`src/logic/iilr_regs.svh`:
```
/*
 iilr_regs.svh: timing figures, message layout and counts of the line relay.
 assumes: included by bare name from files inside logic/.
*/
`ifndef IILR_REGS_SVH
`define IILR_REGS_SVH

`define IILR_CLK_NS      25
`define IILR_IDLE_NS     115000
`define IILR_STUCK_NS    37000000
`define IILR_REFRESH_NS  1150000
`define IILR_RECOV_NS    40000
`define IILR_HALF_NS     5000
`define IILR_RCV_PULSES  4'hf
`define IILR_MSG_BITS    3
`define IILR_MSG_SDA     2
`define IILR_MSG_SCL     1
`define IILR_MSG_STUCK   0
`define IILR_BIT_PW      2'h2
`define IILR_BIT_LAST    2'h3
`define IILR_RX_TMO      5'h10
`define IILR_SDA         0
`define IILR_SCL         1

`endif

```
`src/logic/iilr_pkg.sv`:
```
/*
 iilr_pkg: state types of the line relay.
 assumes: compiled before the relay modules.
*/
`default_nettype none
package iilr_pkg;
    typedef enum logic [2:0] {ST_POR, ST_WAIT, ST_LINK, ST_STUCK, ST_CLOCKS, ST_STOP} iilr_state_e;
    typedef enum logic [1:0] {LN_EXT_HI, LN_EXT_LO, LN_RISE} iilr_line_e;
endpackage
`default_nettype wire

```
`src/logic/iilr_line_sense.sv`:
```
/*
 iilr_line_sense: external-state detection and edge control for one bus line.
 assumes: all inputs already synchronised to clk_i; outputs registered by the parent.
*/
`timescale 1ns/1ps
`default_nettype none
module iilr_line_sense
    import iilr_pkg::*;
(
    input  wire logic clk_i,
    input  wire logic rst_n_i,
    input  wire logic ce_i,
    input  wire logic active_i,
    input  wire logic drive_req_i,
    input  wire logic line_hi_i,
    input  wire logic thr_lo_i,
    input  wire logic thr_hi_i,
    input  wire logic below_own_i,
    input  wire logic rising_i,
    input  wire logic slow_rise_i,
    output logic      ext_low_o,
    output logic      drive_o,
    output logic      limiter_o,
    output logic      accel_o
);
    iilr_line_e st;
    iilr_line_e next_st;
    logic [2:0] echo;
    logic [2:0] next_echo;
    logic       own;
    // own release reaches the synced levels three cycles late
    assign own = drive_req_i | (|echo);

    always_comb begin
        next_echo = active_i ? {echo[1:0], drive_req_i} : 3'h0;
        next_st = st;
        if (!active_i) begin
            next_st = line_hi_i ? LN_EXT_HI : LN_EXT_LO;
        end else begin
            case (st)
                LN_EXT_HI: begin
                    if (own) begin
                        if (below_own_i) next_st = LN_EXT_LO;
                    end else if (!thr_hi_i && !rising_i) begin
                        next_st = LN_EXT_LO;
                    end
                end
                LN_EXT_LO: begin
                    // own drive: only a deeper pull counts
                    if (own) begin
                        if (!below_own_i) next_st = LN_EXT_HI;
                    end else if (rising_i) begin
                        next_st = LN_RISE;
                    end
                end
                LN_RISE: begin
                    if (slow_rise_i) next_st = LN_EXT_LO;
                    else if (!rising_i) next_st = line_hi_i ? LN_EXT_HI : LN_EXT_LO;
                end
                default: next_st = LN_EXT_HI;
            endcase
        end
    end

    always_ff @(posedge clk_i or negedge rst_n_i) begin
        if (!rst_n_i) begin
            st   <= LN_EXT_HI;
            echo <= 3'h0;
        end else if (ce_i) begin
            st   <= next_st;
            echo <= next_echo;
        end
    end

    assign ext_low_o = (st == LN_EXT_LO);
    assign drive_o   = active_i & drive_req_i;
    assign limiter_o = active_i & (st == LN_RISE) & !thr_lo_i;
    // accelerator only once limiter is off
    assign accel_o   = active_i & (st == LN_RISE) & thr_lo_i & thr_hi_i;
endmodule
`default_nettype wire

```
`src/logic/iilr_line_relay.sv`:
```
/*
 iilr_line_relay: control logic of one half of an isolated two-wire bus repeater.
 assumes: one 40 MHz clk_i; comparators and peer pulses arrive async; pins resolved outside.
*/
// Functional notes
// - enable high: carry line states both ways
// - enable low: link silent, all functions off
// - ready low only while linked
// - report only externally driven line states while linked
// - external fall on data: peer drives low
// - hold low for peer; deeper pull reports low
// - release: limiter on, send high
// - slow rise means new pull-down: send low
// - limiter off above lower threshold
// - accelerator on above upper threshold
// - reset hold until enable, no thermal, supply
// - after reset, watch quiet on both buses
// - both quiet: connect and assert ready
// - low for stuck interval: disconnect
// - stuck bus releases ready high
// - reconnect only after next joint quiet
// - quiet: idle interval high or STOP since
// - stuck timer runs while any line low
// - send on change; resend after refresh interval
// - after delay, up to sixteen clocks, then STOP
`timescale 1ns/1ps
`default_nettype none
`include "iilr_regs.svh"
module iilr_line_relay
    import iilr_pkg::*;
#(
    parameter int unsigned IDLE_CYC    = (`IILR_IDLE_NS + `IILR_CLK_NS - 1) / `IILR_CLK_NS,
    parameter int unsigned STUCK_CYC   = (`IILR_STUCK_NS + `IILR_CLK_NS - 1) / `IILR_CLK_NS,
    parameter int unsigned REFRESH_CYC = `IILR_REFRESH_NS / `IILR_CLK_NS
)
(
    input  wire logic       clk_i,
    input  wire logic       rst_n_i,
    input  wire logic       ce_i,
    input  wire logic       enable_i,
    input  wire logic       therm_shdn_i,
    input  wire logic       supply_low_lockout_i,
    input  wire logic [1:0] line_hi_i,
    input  wire logic [1:0] thr_lo_i,
    input  wire logic [1:0] thr_hi_i,
    input  wire logic [1:0] below_own_i,
    input  wire logic [1:0] rising_i,
    input  wire logic [1:0] slow_rise_i,
    input  wire logic       link_in_pos_i,
    input  wire logic       link_in_neg_i,
    output logic      [1:0] bus_out_o,
    output logic      [1:0] bus_oe_n_o,
    output logic            ready_out_o,
    output logic            ready_oe_n_o,
    output logic            link_out_pos_o,
    output logic            link_out_neg_o,
    output logic      [1:0] limiter_en_o,
    output logic      [1:0] accel_en_o
);
    localparam int unsigned RECOV_CYC = (`IILR_RECOV_NS + `IILR_CLK_NS - 1) / `IILR_CLK_NS;
    localparam int unsigned HALF_CYC  = `IILR_HALF_NS / `IILR_CLK_NS;
    localparam int unsigned SW = $clog2(STUCK_CYC + 1);
    localparam int unsigned IW = $clog2(IDLE_CYC + 1);
    localparam int unsigned FW = $clog2(REFRESH_CYC + 1);
    localparam int unsigned TW = $clog2(RECOV_CYC + 1);
    localparam int unsigned NS = 17;

    // every pin level passes two flops before use
    logic [NS-1:0] s1;
    logic [NS-1:0] s2;
    always_ff @(posedge clk_i or negedge rst_n_i) begin
        if (!rst_n_i) begin
            s1 <= '0;
            s2 <= '0;
        end else if (ce_i) begin
            s1 <= {enable_i, therm_shdn_i, supply_low_lockout_i, link_in_pos_i, link_in_neg_i,
                   line_hi_i, thr_lo_i, thr_hi_i, below_own_i, rising_i, slow_rise_i};
            s2 <= s1;
        end
    end
    logic       en_s, th_s, uv_s, pos_s, neg_s;
    logic [1:0] hi_s, lo_s, up_s, bo_s, ri_s, sr_s;
    assign {en_s, th_s, uv_s, pos_s, neg_s, hi_s, lo_s, up_s, bo_s, ri_s, sr_s} = s2;

    logic run;
    assign run = en_s & !th_s & !uv_s;

    iilr_state_e st, next_st;
    logic [SW-1:0] stk, next_stk;
    logic [TW-1:0] tmr, next_tmr;
    logic [3:0]    pul, next_pul;
    logic          ph, next_ph;
    logic [1:0]    rcv_drv, next_rcv_drv;
    logic          rx_sda, rx_scl, rx_stuck;
    logic [1:0]    quiet;
    logic          linked;
    assign linked = (st == ST_LINK);

    // main sequence: reset hold, wait for quiet, linked, stuck recovery
    always_comb begin
        next_st      = st;
        next_stk     = '0;
        next_tmr     = tmr;
        next_pul     = pul;
        next_ph      = ph;
        next_rcv_drv = '0;
        case (st)
            ST_POR: begin
                if (run) next_st = ST_WAIT;
            end
            ST_WAIT: begin
                if (&quiet) next_st = ST_LINK;
            end
            ST_LINK: begin
                if (!(&hi_s)) next_stk = stk + SW'(1);
                if (stk == SW'(STUCK_CYC)) begin
                    next_st  = ST_STUCK;
                    next_tmr = '0;
                end else if (rx_stuck) begin
                    next_st = ST_WAIT;
                end
            end
            ST_STUCK: begin
                next_tmr = tmr + TW'(1);
                if (tmr == TW'(RECOV_CYC)) begin
                    next_st  = ST_CLOCKS;
                    next_tmr = '0;
                    next_pul = '0;
                    next_ph  = 1'b0;
                end
            end
            ST_CLOCKS: begin
                next_rcv_drv[`IILR_SCL] = !ph;
                next_tmr = tmr + TW'(1);
                if (tmr == TW'(HALF_CYC)) begin
                    next_tmr = '0;
                    next_ph  = !ph;
                    if (ph) begin
                        next_pul = pul + 4'h1;
                        // stop early once data has let go
                        if (hi_s[`IILR_SDA] || pul == `IILR_RCV_PULSES) begin
                            next_st = ST_STOP;
                            next_ph = 1'b0;
                        end
                    end
                end
            end
            ST_STOP: begin
                next_rcv_drv[`IILR_SDA] = !ph;
                next_tmr = tmr + TW'(1);
                if (tmr == TW'(HALF_CYC)) begin
                    next_tmr = '0;
                    next_ph  = 1'b1;
                    if (ph) next_st = ST_WAIT;
                end
            end
            default: next_st = ST_POR;
        endcase
        if (!run) begin
            next_st      = ST_POR;
            next_rcv_drv = '0;
        end
    end

    always_ff @(posedge clk_i or negedge rst_n_i) begin
        if (!rst_n_i) begin
            st      <= ST_POR;
            stk     <= '0;
            tmr     <= '0;
            pul     <= '0;
            ph      <= 1'b0;
            rcv_drv <= '0;
        end else if (ce_i) begin
            st      <= next_st;
            stk     <= next_stk;
            tmr     <= next_tmr;
            pul     <= next_pul;
            ph      <= next_ph;
            rcv_drv <= next_rcv_drv;
        end
    end

    // quiet detection: bus 0 local, bus 1 the peer's as received
    logic [1:0] q_sda, q_scl;
    assign q_sda = {rx_sda, hi_s[`IILR_SDA]};
    assign q_scl = {rx_scl, hi_s[`IILR_SCL]};
    genvar b;
    generate
        for (b = 0; b < 2; b++) begin : g_quiet
            logic [IW-1:0] icnt, next_icnt;
            logic          stp, next_stp, psda, next_psda;
            always_comb begin
                next_psda = q_sda[b];
                next_icnt = '0;
                next_stp  = stp;
                if (q_sda[b] && q_scl[b] && icnt != IW'(IDLE_CYC)) next_icnt = icnt + IW'(1);
                else if (q_sda[b] && q_scl[b]) next_icnt = icnt;
                if (q_sda[b] && !psda && q_scl[b]) next_stp = 1'b1;
                else if (!(q_sda[b] && q_scl[b])) next_stp = 1'b0;
                if (st == ST_POR) begin
                    next_icnt = '0;
                    next_stp  = 1'b0;
                end
            end
            always_ff @(posedge clk_i or negedge rst_n_i) begin
                if (!rst_n_i) begin
                    icnt <= '0;
                    stp  <= 1'b0;
                    psda <= 1'b1;
                end else if (ce_i) begin
                    icnt <= next_icnt;
                    stp  <= next_stp;
                    psda <= next_psda;
                end
            end
            assign quiet[b] = (icnt == IW'(IDLE_CYC)) | stp;
        end
    endgenerate

    // per-line sensing, data and clock alike
    logic [1:0] ext_low, sdrv, lim, acc, rx_low;
    assign rx_low = {!rx_scl, !rx_sda};
    genvar l;
    generate
        for (l = 0; l < 2; l++) begin : g_line
            iilr_line_sense u_sense (
                .clk_i       (clk_i),
                .rst_n_i     (rst_n_i),
                .ce_i        (ce_i),
                .active_i    (linked),
                .drive_req_i (rx_low[l]),
                .line_hi_i   (hi_s[l]),
                .thr_lo_i    (lo_s[l]),
                .thr_hi_i    (up_s[l]),
                .below_own_i (bo_s[l]),
                .rising_i    (ri_s[l]),
                .slow_rise_i (sr_s[l]),
                .ext_low_o   (ext_low[l]),
                .drive_o     (sdrv[l]),
                .limiter_o   (lim[l]),
                .accel_o     (acc[l])
            );
        end
    endgenerate

    // transmit: message change or refresh starts a three-bit frame
    logic [2:0]    msg, last, sh, next_last, next_sh;
    logic [FW-1:0] ref_cnt, next_ref_cnt;
    logic          pend, busy, next_pend, next_busy, start, next_pos, next_neg;
    logic [1:0]    bidx, bph, next_bidx, next_bph;
    logic          stuck_msg;
    assign stuck_msg = (st == ST_STUCK) | (st == ST_CLOCKS) | (st == ST_STOP);
    // unlinked: raw levels sent, own recovery clocks and STOP included
    assign msg = {linked ? !ext_low[`IILR_SDA] : hi_s[`IILR_SDA],
                  linked ? !ext_low[`IILR_SCL] : hi_s[`IILR_SCL], stuck_msg};
    assign start = pend & !busy;

    always_comb begin
        next_ref_cnt = ref_cnt + FW'(1);
        next_last    = last;
        next_sh      = sh;
        next_bidx    = bidx;
        next_bph     = bph;
        next_busy    = busy;
        // event in start cycle stays pending
        next_pend    = pend & !start;
        if (msg != last || ref_cnt == FW'(REFRESH_CYC)) begin
            next_pend    = 1'b1;
            next_last    = msg;
            next_ref_cnt = '0;
        end
        if (start) begin
            next_sh   = last;
            next_busy = 1'b1;
            next_bidx = '0;
            next_bph  = '0;
        end else if (busy) begin
            next_bph = bph + 2'h1;
            if (bph == `IILR_BIT_LAST) begin
                next_sh   = {sh[1:0], 1'b0};
                next_bidx = bidx + 2'h1;
                if (bidx == 2'(`IILR_MSG_BITS - 1)) next_busy = 1'b0;
            end
        end
        next_pos = busy & (bph < `IILR_BIT_PW) & sh[2];
        next_neg = busy & (bph < `IILR_BIT_PW) & !sh[2];
        if (st == ST_POR) begin
            next_pend    = 1'b0;
            next_busy    = 1'b0;
            next_pos     = 1'b0;
            next_neg     = 1'b0;
            next_ref_cnt = '0;
            next_last    = 3'h6;
        end
    end

    always_ff @(posedge clk_i or negedge rst_n_i) begin
        if (!rst_n_i) begin
            ref_cnt        <= '0;
            last           <= 3'h6;
            sh             <= '0;
            bidx           <= '0;
            bph            <= '0;
            busy           <= 1'b0;
            pend           <= 1'b0;
            link_out_pos_o <= 1'b0;
            link_out_neg_o <= 1'b0;
        end else if (ce_i) begin
            ref_cnt        <= next_ref_cnt;
            last           <= next_last;
            sh             <= next_sh;
            bidx           <= next_bidx;
            bph            <= next_bph;
            busy           <= next_busy;
            pend           <= next_pend;
            link_out_pos_o <= next_pos;
            link_out_neg_o <= next_neg;
        end
    end

    // receive: pulse rising edges are bits; silence resyncs
    logic       pos_d, neg_d, next_rx_sda, next_rx_scl, next_rx_stuck;
    logic [1:0] rsh, next_rsh, rcnt, next_rcnt;
    logic [4:0] rto, next_rto;
    logic       bit_pos, bit_neg;
    assign bit_pos = pos_s & !pos_d;
    assign bit_neg = neg_s & !neg_d;

    always_comb begin
        next_rsh      = rsh;
        next_rcnt     = rcnt;
        next_rx_sda   = rx_sda;
        next_rx_scl   = rx_scl;
        next_rx_stuck = rx_stuck;
        next_rto      = (rto == `IILR_RX_TMO) ? rto : rto + 5'h1;
        if (rto == `IILR_RX_TMO) next_rcnt = '0;
        if (bit_pos || bit_neg) begin
            next_rto  = '0;
            next_rsh  = {rsh[0], bit_pos};
            next_rcnt = rcnt + 2'h1;
            if (rcnt == 2'(`IILR_MSG_BITS - 1)) begin
                next_rcnt     = '0;
                next_rx_sda   = rsh[1];
                next_rx_scl   = rsh[0];
                next_rx_stuck = bit_pos;
            end
        end
        if (st == ST_POR) begin
            next_rcnt     = '0;
            next_rx_sda   = 1'b1;
            next_rx_scl   = 1'b1;
            next_rx_stuck = 1'b0;
        end
    end

    always_ff @(posedge clk_i or negedge rst_n_i) begin
        if (!rst_n_i) begin
            pos_d    <= 1'b0;
            neg_d    <= 1'b0;
            rsh      <= '0;
            rcnt     <= '0;
            rto      <= '0;
            rx_sda   <= 1'b1;
            rx_scl   <= 1'b1;
            rx_stuck <= 1'b0;
        end else if (ce_i) begin
            pos_d    <= pos_s;
            neg_d    <= neg_s;
            rsh      <= next_rsh;
            rcnt     <= next_rcnt;
            rto      <= next_rto;
            rx_sda   <= next_rx_sda;
            rx_scl   <= next_rx_scl;
            rx_stuck <= next_rx_stuck;
        end
    end

    // pin stage: open drain, enable low while pulling down
    logic [1:0] next_oe_n;
    assign next_oe_n = ~(sdrv | rcv_drv);
    always_ff @(posedge clk_i or negedge rst_n_i) begin
        if (!rst_n_i) begin
            bus_out_o    <= '0;
            bus_oe_n_o   <= 2'h3;
            ready_out_o  <= 1'b0;
            ready_oe_n_o <= 1'b1;
            limiter_en_o <= '0;
            accel_en_o   <= '0;
        end else if (ce_i) begin
            bus_out_o    <= '0;
            bus_oe_n_o   <= next_oe_n;
            ready_out_o  <= 1'b0;
            ready_oe_n_o <= !(linked && next_st == ST_LINK);
            limiter_en_o <= lim;
            accel_en_o   <= acc;
        end
    end
endmodule
`default_nettype wire

```
`config.mk`:
```
export PLATFORM = sky130hd
export DESIGN_NAME = iilr_line_relay
export DESIGN_NICKNAME = d
export VERILOG_FILES = /design/src/logic/iilr_pkg.sv /design/src/logic/iilr_line_sense.sv /design/src/logic/iilr_line_relay.sv
export VERILOG_INCLUDE_DIRS = /design/src /design/src/logic
export SDC_FILE = /design/constraint.sdc
export NUM_CORES = 1
export LEC_CHECK = 0
export BUFFER_PORTS_ARGS = -buffer_cell sky130_fd_sc_hd__buf_2
export CAP_MARGIN = 20
export CORE_MARGIN = 4
export CORE_UTILIZATION = 52
export DETAILED_ROUTE_END_ITERATION = 10
export PLACE_DENSITY = 0.71
export SETUP_SLACK_MARGIN = 0.1
export SLEW_MARGIN = 0
export SYNTH_ARGS = -nofsm -noshare
export SYNTH_HDL_FRONTEND = slang
export SYNTH_HIERARCHICAL = 1
export SYNTH_SLANG_ARGS = --single-unit
```
`constraint.sdc`:
```
create_clock -name clk_i -period 2.25 [get_ports clk_i]
set_clock_uncertainty 0.1 [all_clocks]
set_input_delay 0.45 -clock clk_i [delete_from_list [all_inputs] [get_ports clk_i]]
set_output_delay 0.45 -clock clk_i [all_outputs]
set_load 0.01 [all_outputs]
```
# Yosys cells after proc, flatten, opt, wreduce, memory -nomap -nowiden
# Index checks and enable logic that the tools add are counted.
[classes]
eq_ne = 44
order_cmp = 1
mux = 104
n_addsub = 10
n_reduce_logical = 68
bitwise_logic = 27
[op_table]
columns = ["op", "count"]
rows = [
  ["13-bit 2-to-1 mux", 6],
  ["2-bit 2-to-1 mux", 28],
  ["3-bit 2-to-1 mux", 17],
  ["21-bit 2-to-1 mux", 2],
  ["4-bit != test, second input constant", 9],
  ["1-bit 2-to-1 mux", 35],
  ["11-bit 2-to-1 mux", 3],
  ["11-bit one-hot mux with 3 select lines", 1],
  ["16-bit 2-to-1 mux", 2],
  ["13-bit by 1-bit adder with 13-bit output, second input constant", 2],
  ["13-bit == test, second input constant", 2],
  ["13-bit != test, second input constant", 2],
  ["2-bit AND reduction", 11],
  ["21-bit by 1-bit adder with 21-bit output, second input constant", 1],
  ["21-bit == test, second input constant", 1],
  ["1-bit zero test", 21],
  ["1-bit AND", 19],
  ["3-bit one-hot mux with 6 select lines", 1],
  ["16-bit by 1-bit adder with 16-bit output, second input constant", 1],
  ["16-bit == test, second input constant", 1],
  ["4-bit 2-to-1 mux", 3],
  ["2-bit one-hot mux with 3 select lines", 2],
  ["6-bit AND reduction", 2],
  ["2-bit nonzero test", 6],
  ["other kinds (35)", 76],
]
[totals]
wordCells = 293
register_bits = 167

# Logic depth before layout (Yosys ltp)
[logic_depth]
word_depth = 10
ltp_mapped = 10
ltp_nobuf = 8

# Hierarchy
# The synthesis kept the hierarchy.
[modules_own_cells]
columns = ["module", "area_per_inst_um2", "cells_each", "instances", "seq_area_each_um2"]
rows = [
  ["iilr_line_relay", 7783.7, 771, 1, 3940.0],
  ["iilr_line_sense", 367.9, 44, 2, 125.1],
]

# Worst setup path before layout
# Ideal clock, no wire load.
[synth_path]
path_kind = "reg2reg"
from = "register, netlist name st[2]"
to = "register ref_cnt[14]"
slack_ns = 0.008
stages_incl_launch_ff = 10
required_time_ns = 2.031
setup_ns = 0.119
arrival_time_ns = 2.023
path_cell_list = "dfrtp_1 or3b_4 inv_4 mux2i_1 xnor2_1 and3b_1 buf_6 a21oi_4 buf_6 nor2_1"
[synth_lines]
columns = ["element", "line_no", "source"]
rows = [
  ["end signal: assignment", "iilr_line_relay.sv:309", "ref_cnt <= next_ref_cnt;"],
  ["end: declaration", "iilr_line_relay.sv:248", "logic [FW-1:0] ref_cnt, next_ref_cnt;"],
]

==> impl_metrics.tcl <==
set metrics [dict create \
    leakage_nw 4.32 \
    peakVddDrop_mv 0.606 \
    clockBufferDepth 2 \
    r2r-end "ref_cnt[5]" \
    place_congestion 0.807 \
    ys_seq_elements 167 \
    remaining_drc_errors 0 \
    ys_warn_count 6 \
    endpoint_kind "flop" \
    die-area_um2 18500 \
    path_clk_slew_ns 0.07 \
    vias_per_cell 5.61 \
    period_share 0.981 \
    path_class "flop to flop" \
    synth.distinct_cells 73 \
    reg2regPathDepth 8 \
    max_slew_margin 0.646 \
    path_max_fanout 10 \
    whs_path_depth 2 \
    final_common_cell "dfrtp_1" \
    avgRoutedWirePerCell_um 15.2 \
    fin_crit_ns 2.21 \
    clock.fmax_mhz 453 \
    antenna_cells 0 \
    critical_path.slowest_cell "or3b_4" \
    hold_end "s1[8]" \
    tns_ns 0 \
    tightest_slew_ns 0.530 \
    finalPower_mw 7.04 \
    cts_made_buffers 17 \
    io_pins 32 \
    initial_core_util 0.534 \
    min_path_type "input port to flop" \
    rows 46 \
    clkSinkCount 167 \
    dp_hpwl_um 11800 \
    grt_max_degree 127 \
    syn2layout_area_growth_pct 16.9 \
    netlist_area_um2 8520 \
    routed_wl_um 17500 \
    status "completed" \
    async_reset_ff_frac 1.00 \
    first_iter_violations 406 \
    critPathLaunchType "flop" \
    final_cells 1150 \
    grt_overflow_total 0 \
    avgSynthCellArea_um2 9.92 \
    antenna_found_initial 0 \
    drv_slew 0 \
    critPathMaxStageDelay_ns 0.43 \
    grt_pass1_vias 6269 \
    clock-root-buffer "clkbuf_16" \
    finalNetCount 956 \
    grt_pass1_wl_um 30000 \
    firstDrtPassIters 5 \
    fill_cells 1317 \
    hold_slack_ns 0.147 \
    synth_edf_count 0 \
    drv_cap 0 \
    ant_nets 0 \
    fp.coreArea_um2 15900 \
    rsz0062_at_grt "yes" \
    hold_start "thr_lo_i[0]" \
    grt.total_usage 0.200 \
    fp.dieH_um 136 \
    dpl.cell_count 1115 \
    r2r_setup_slack_ns 0.04 \
    syn-instance-count 859 \
    drive_above_1_share 0.217 \
    setup_violations 0 \
    cts_tree "built" \
    synth-seq-area-share 0.492 \
    synth_flop_cell "dfrtp_1" \
    mostFrequentLayoutCells "157 x dfrtp_1, 89 x nand2_1, 71 x o21ai_0" \
    h-tree-depth 4 \
    dr_total_vias 6455 \
    cellPowerDensity_nw_per_um2 707 \
    cp.required_ns 2.47 \
    path_cells "or3b_4 > inv_6 > mux2i_4 > xnor2_2 > and3b_2 > a21oi_4 > buf_12 > nor2_2" \
    clock_latency_ns 0.43 \
    fp.dieW_um 136 \
    timing.rr.start "st[0]" \
    io_buffers 28 \
    critPathArrivalTime_ns 2.43 \
    hold_viol 0 \
]
[worst max-delay path: cells and delay by family (launching register included)]
family          cells  cell delay, ns
compound gates      1            0.18
buf+inv             2            0.29
simple gates        3            0.74
flops               1            0.38
mux                 1            0.27
xor+xnor            1            0.14
[metal layers]
metal	vias up	routed length, µm	global-route usage
li1	3177	-	-
met1	3151	8400	0.279
met2	102	8190	0.315
met3	25	610	0.0411
met4	0	301	0.0655
met5	-	0	0
[state kept, by name (all words and copies together) (netlist names), 3 cells and up]
name,flops
ref_cnt,16
g_quiet.icnt,26
last,3
s1,17
tmr,11
pul,4
rto,5
s2,17
sh,3
g_line.u_sense/echo,6
stk,21
st,3
g_line.u_sense/st,4
[cell type report]
type | instances | area [µm²] | area share
multi-input cells | 616 | 4170 | 0.419
clock buffers | 17 | 425 | 0.0427
repair buffers | 76 | 566 | 0.0568
flip-flops and latches | 167 | 4190 | 0.421
well taps | 216 | 270 | 0.0271
inverters | 43 | 166 | 0.0167
clock inverters | 15 | 168 | 0.0168
[power by group]
part / leakage [nW] / internal [mW] / total, mW / switching [mW]
combinational: 1.84 / 0.331 / 0.732 / 0.400
clock: 0.284 / 1.66 / 2.96 / 1.30
sequential: 2.19 / 3.20 / 3.35 / 0.154
[repair_timing]
| action | in CTS | in global routing |
|---|---|---|
| gates resized for setup | 7 | 37 |
| hold endpoints to repair | 34 | 0 |
| buffers inserted | 1 | 1 |
| hold buffers | 1 | 0 |
| setup endpoints to repair | 16 | 38 |
| pin swaps | 3 | 2 |
[worst max-delay path by stage]
| stage | startpoint | cells past startpoint | slack [ns] | to |
|---|---|---|---|---|
| 6_report | st[0] | 8 | 0.04 | ref_cnt[5] |
| 5_1_grt | st[2] | 8 | -0.02 | ref_cnt[11] |
| 4_1_cts | st[0] | 8 | 0.05 | ref_cnt[11] |
| 3_5_place_dp | st[0] | 8 | -0.06 | ref_cnt[11] |
| 3_3_place_gp | st[0] | 8 | 0.005 | ref_cnt[11] |
| 2_1_floorplan | st[2] | 9 | 0.08 | ref_cnt[12] |
[kinds of logic (layout without fill, tap and decap cells)]
family / count (synthesis) / in the layout / synth area share
flops: 167 / 167 / 0.492
buf+inv: 78 / 151 / 0.0420
compound gates: 171 / 171 / 0.133
fa+ha+maj: 15 / 15 / 0.0220
xor+xnor: 34 / 34 / 0.0350
simple gates: 335 / 335 / 0.202
other cells: 1 / 3 / 0.000440
mux: 58 / 58 / 0.0745
[Yosys cell counts, drive strengths merged (6+ instances only)]
| master | n | area [µm²] |
|---|---|---|
| and2 | 7 | 43.8 |
| o31ai | 14 | 105 |
| mux2 | 43 | 484 |
| nand3 | 47 | 248 |
| nor2b | 11 | 68.8 |
| nor2 | 78 | 295 |
| buf | 18 | 130 |
| a31oi | 12 | 81.3 |
| a22o | 7 | 61.3 |
| clkbuf | 17 | 63.8 |
| nand4 | 11 | 68.8 |
| a21oi | 15 | 86.3 |
| xor2 | 19 | 166 |
| inv | 43 | 164 |
| o21ai | 73 | 365 |
| ha | 15 | 188 |
| mux2i | 15 | 150 |
| and4 | 6 | 52.6 |
| nand2b | 11 | 68.8 |
| nand2 | 90 | 338 |
| o2bb2ai | 8 | 70.1 |
| xnor2 | 15 | 131 |
| nor3 | 13 | 65.1 |
| or3 | 6 | 37.5 |
| dfrtp | 158 | 3950 |
| and3 | 19 | 119 |
| dfstp | 9 | 236 |
[metrics by stage]
step	utilization	setup slack, ns	area, µm²
6_report	0.625	0.0438	9960
5_1_grt	0.625	-0.0229	9960
4_1_cts	0.615	0.0504	9800
3_5_place_dp	0.574	-0.0585	9150
3_3_place_gp	0.574	0.00467	9150
2_1_floorplan	-	0.0817	8530
Power figures use the tool's default switching activity.
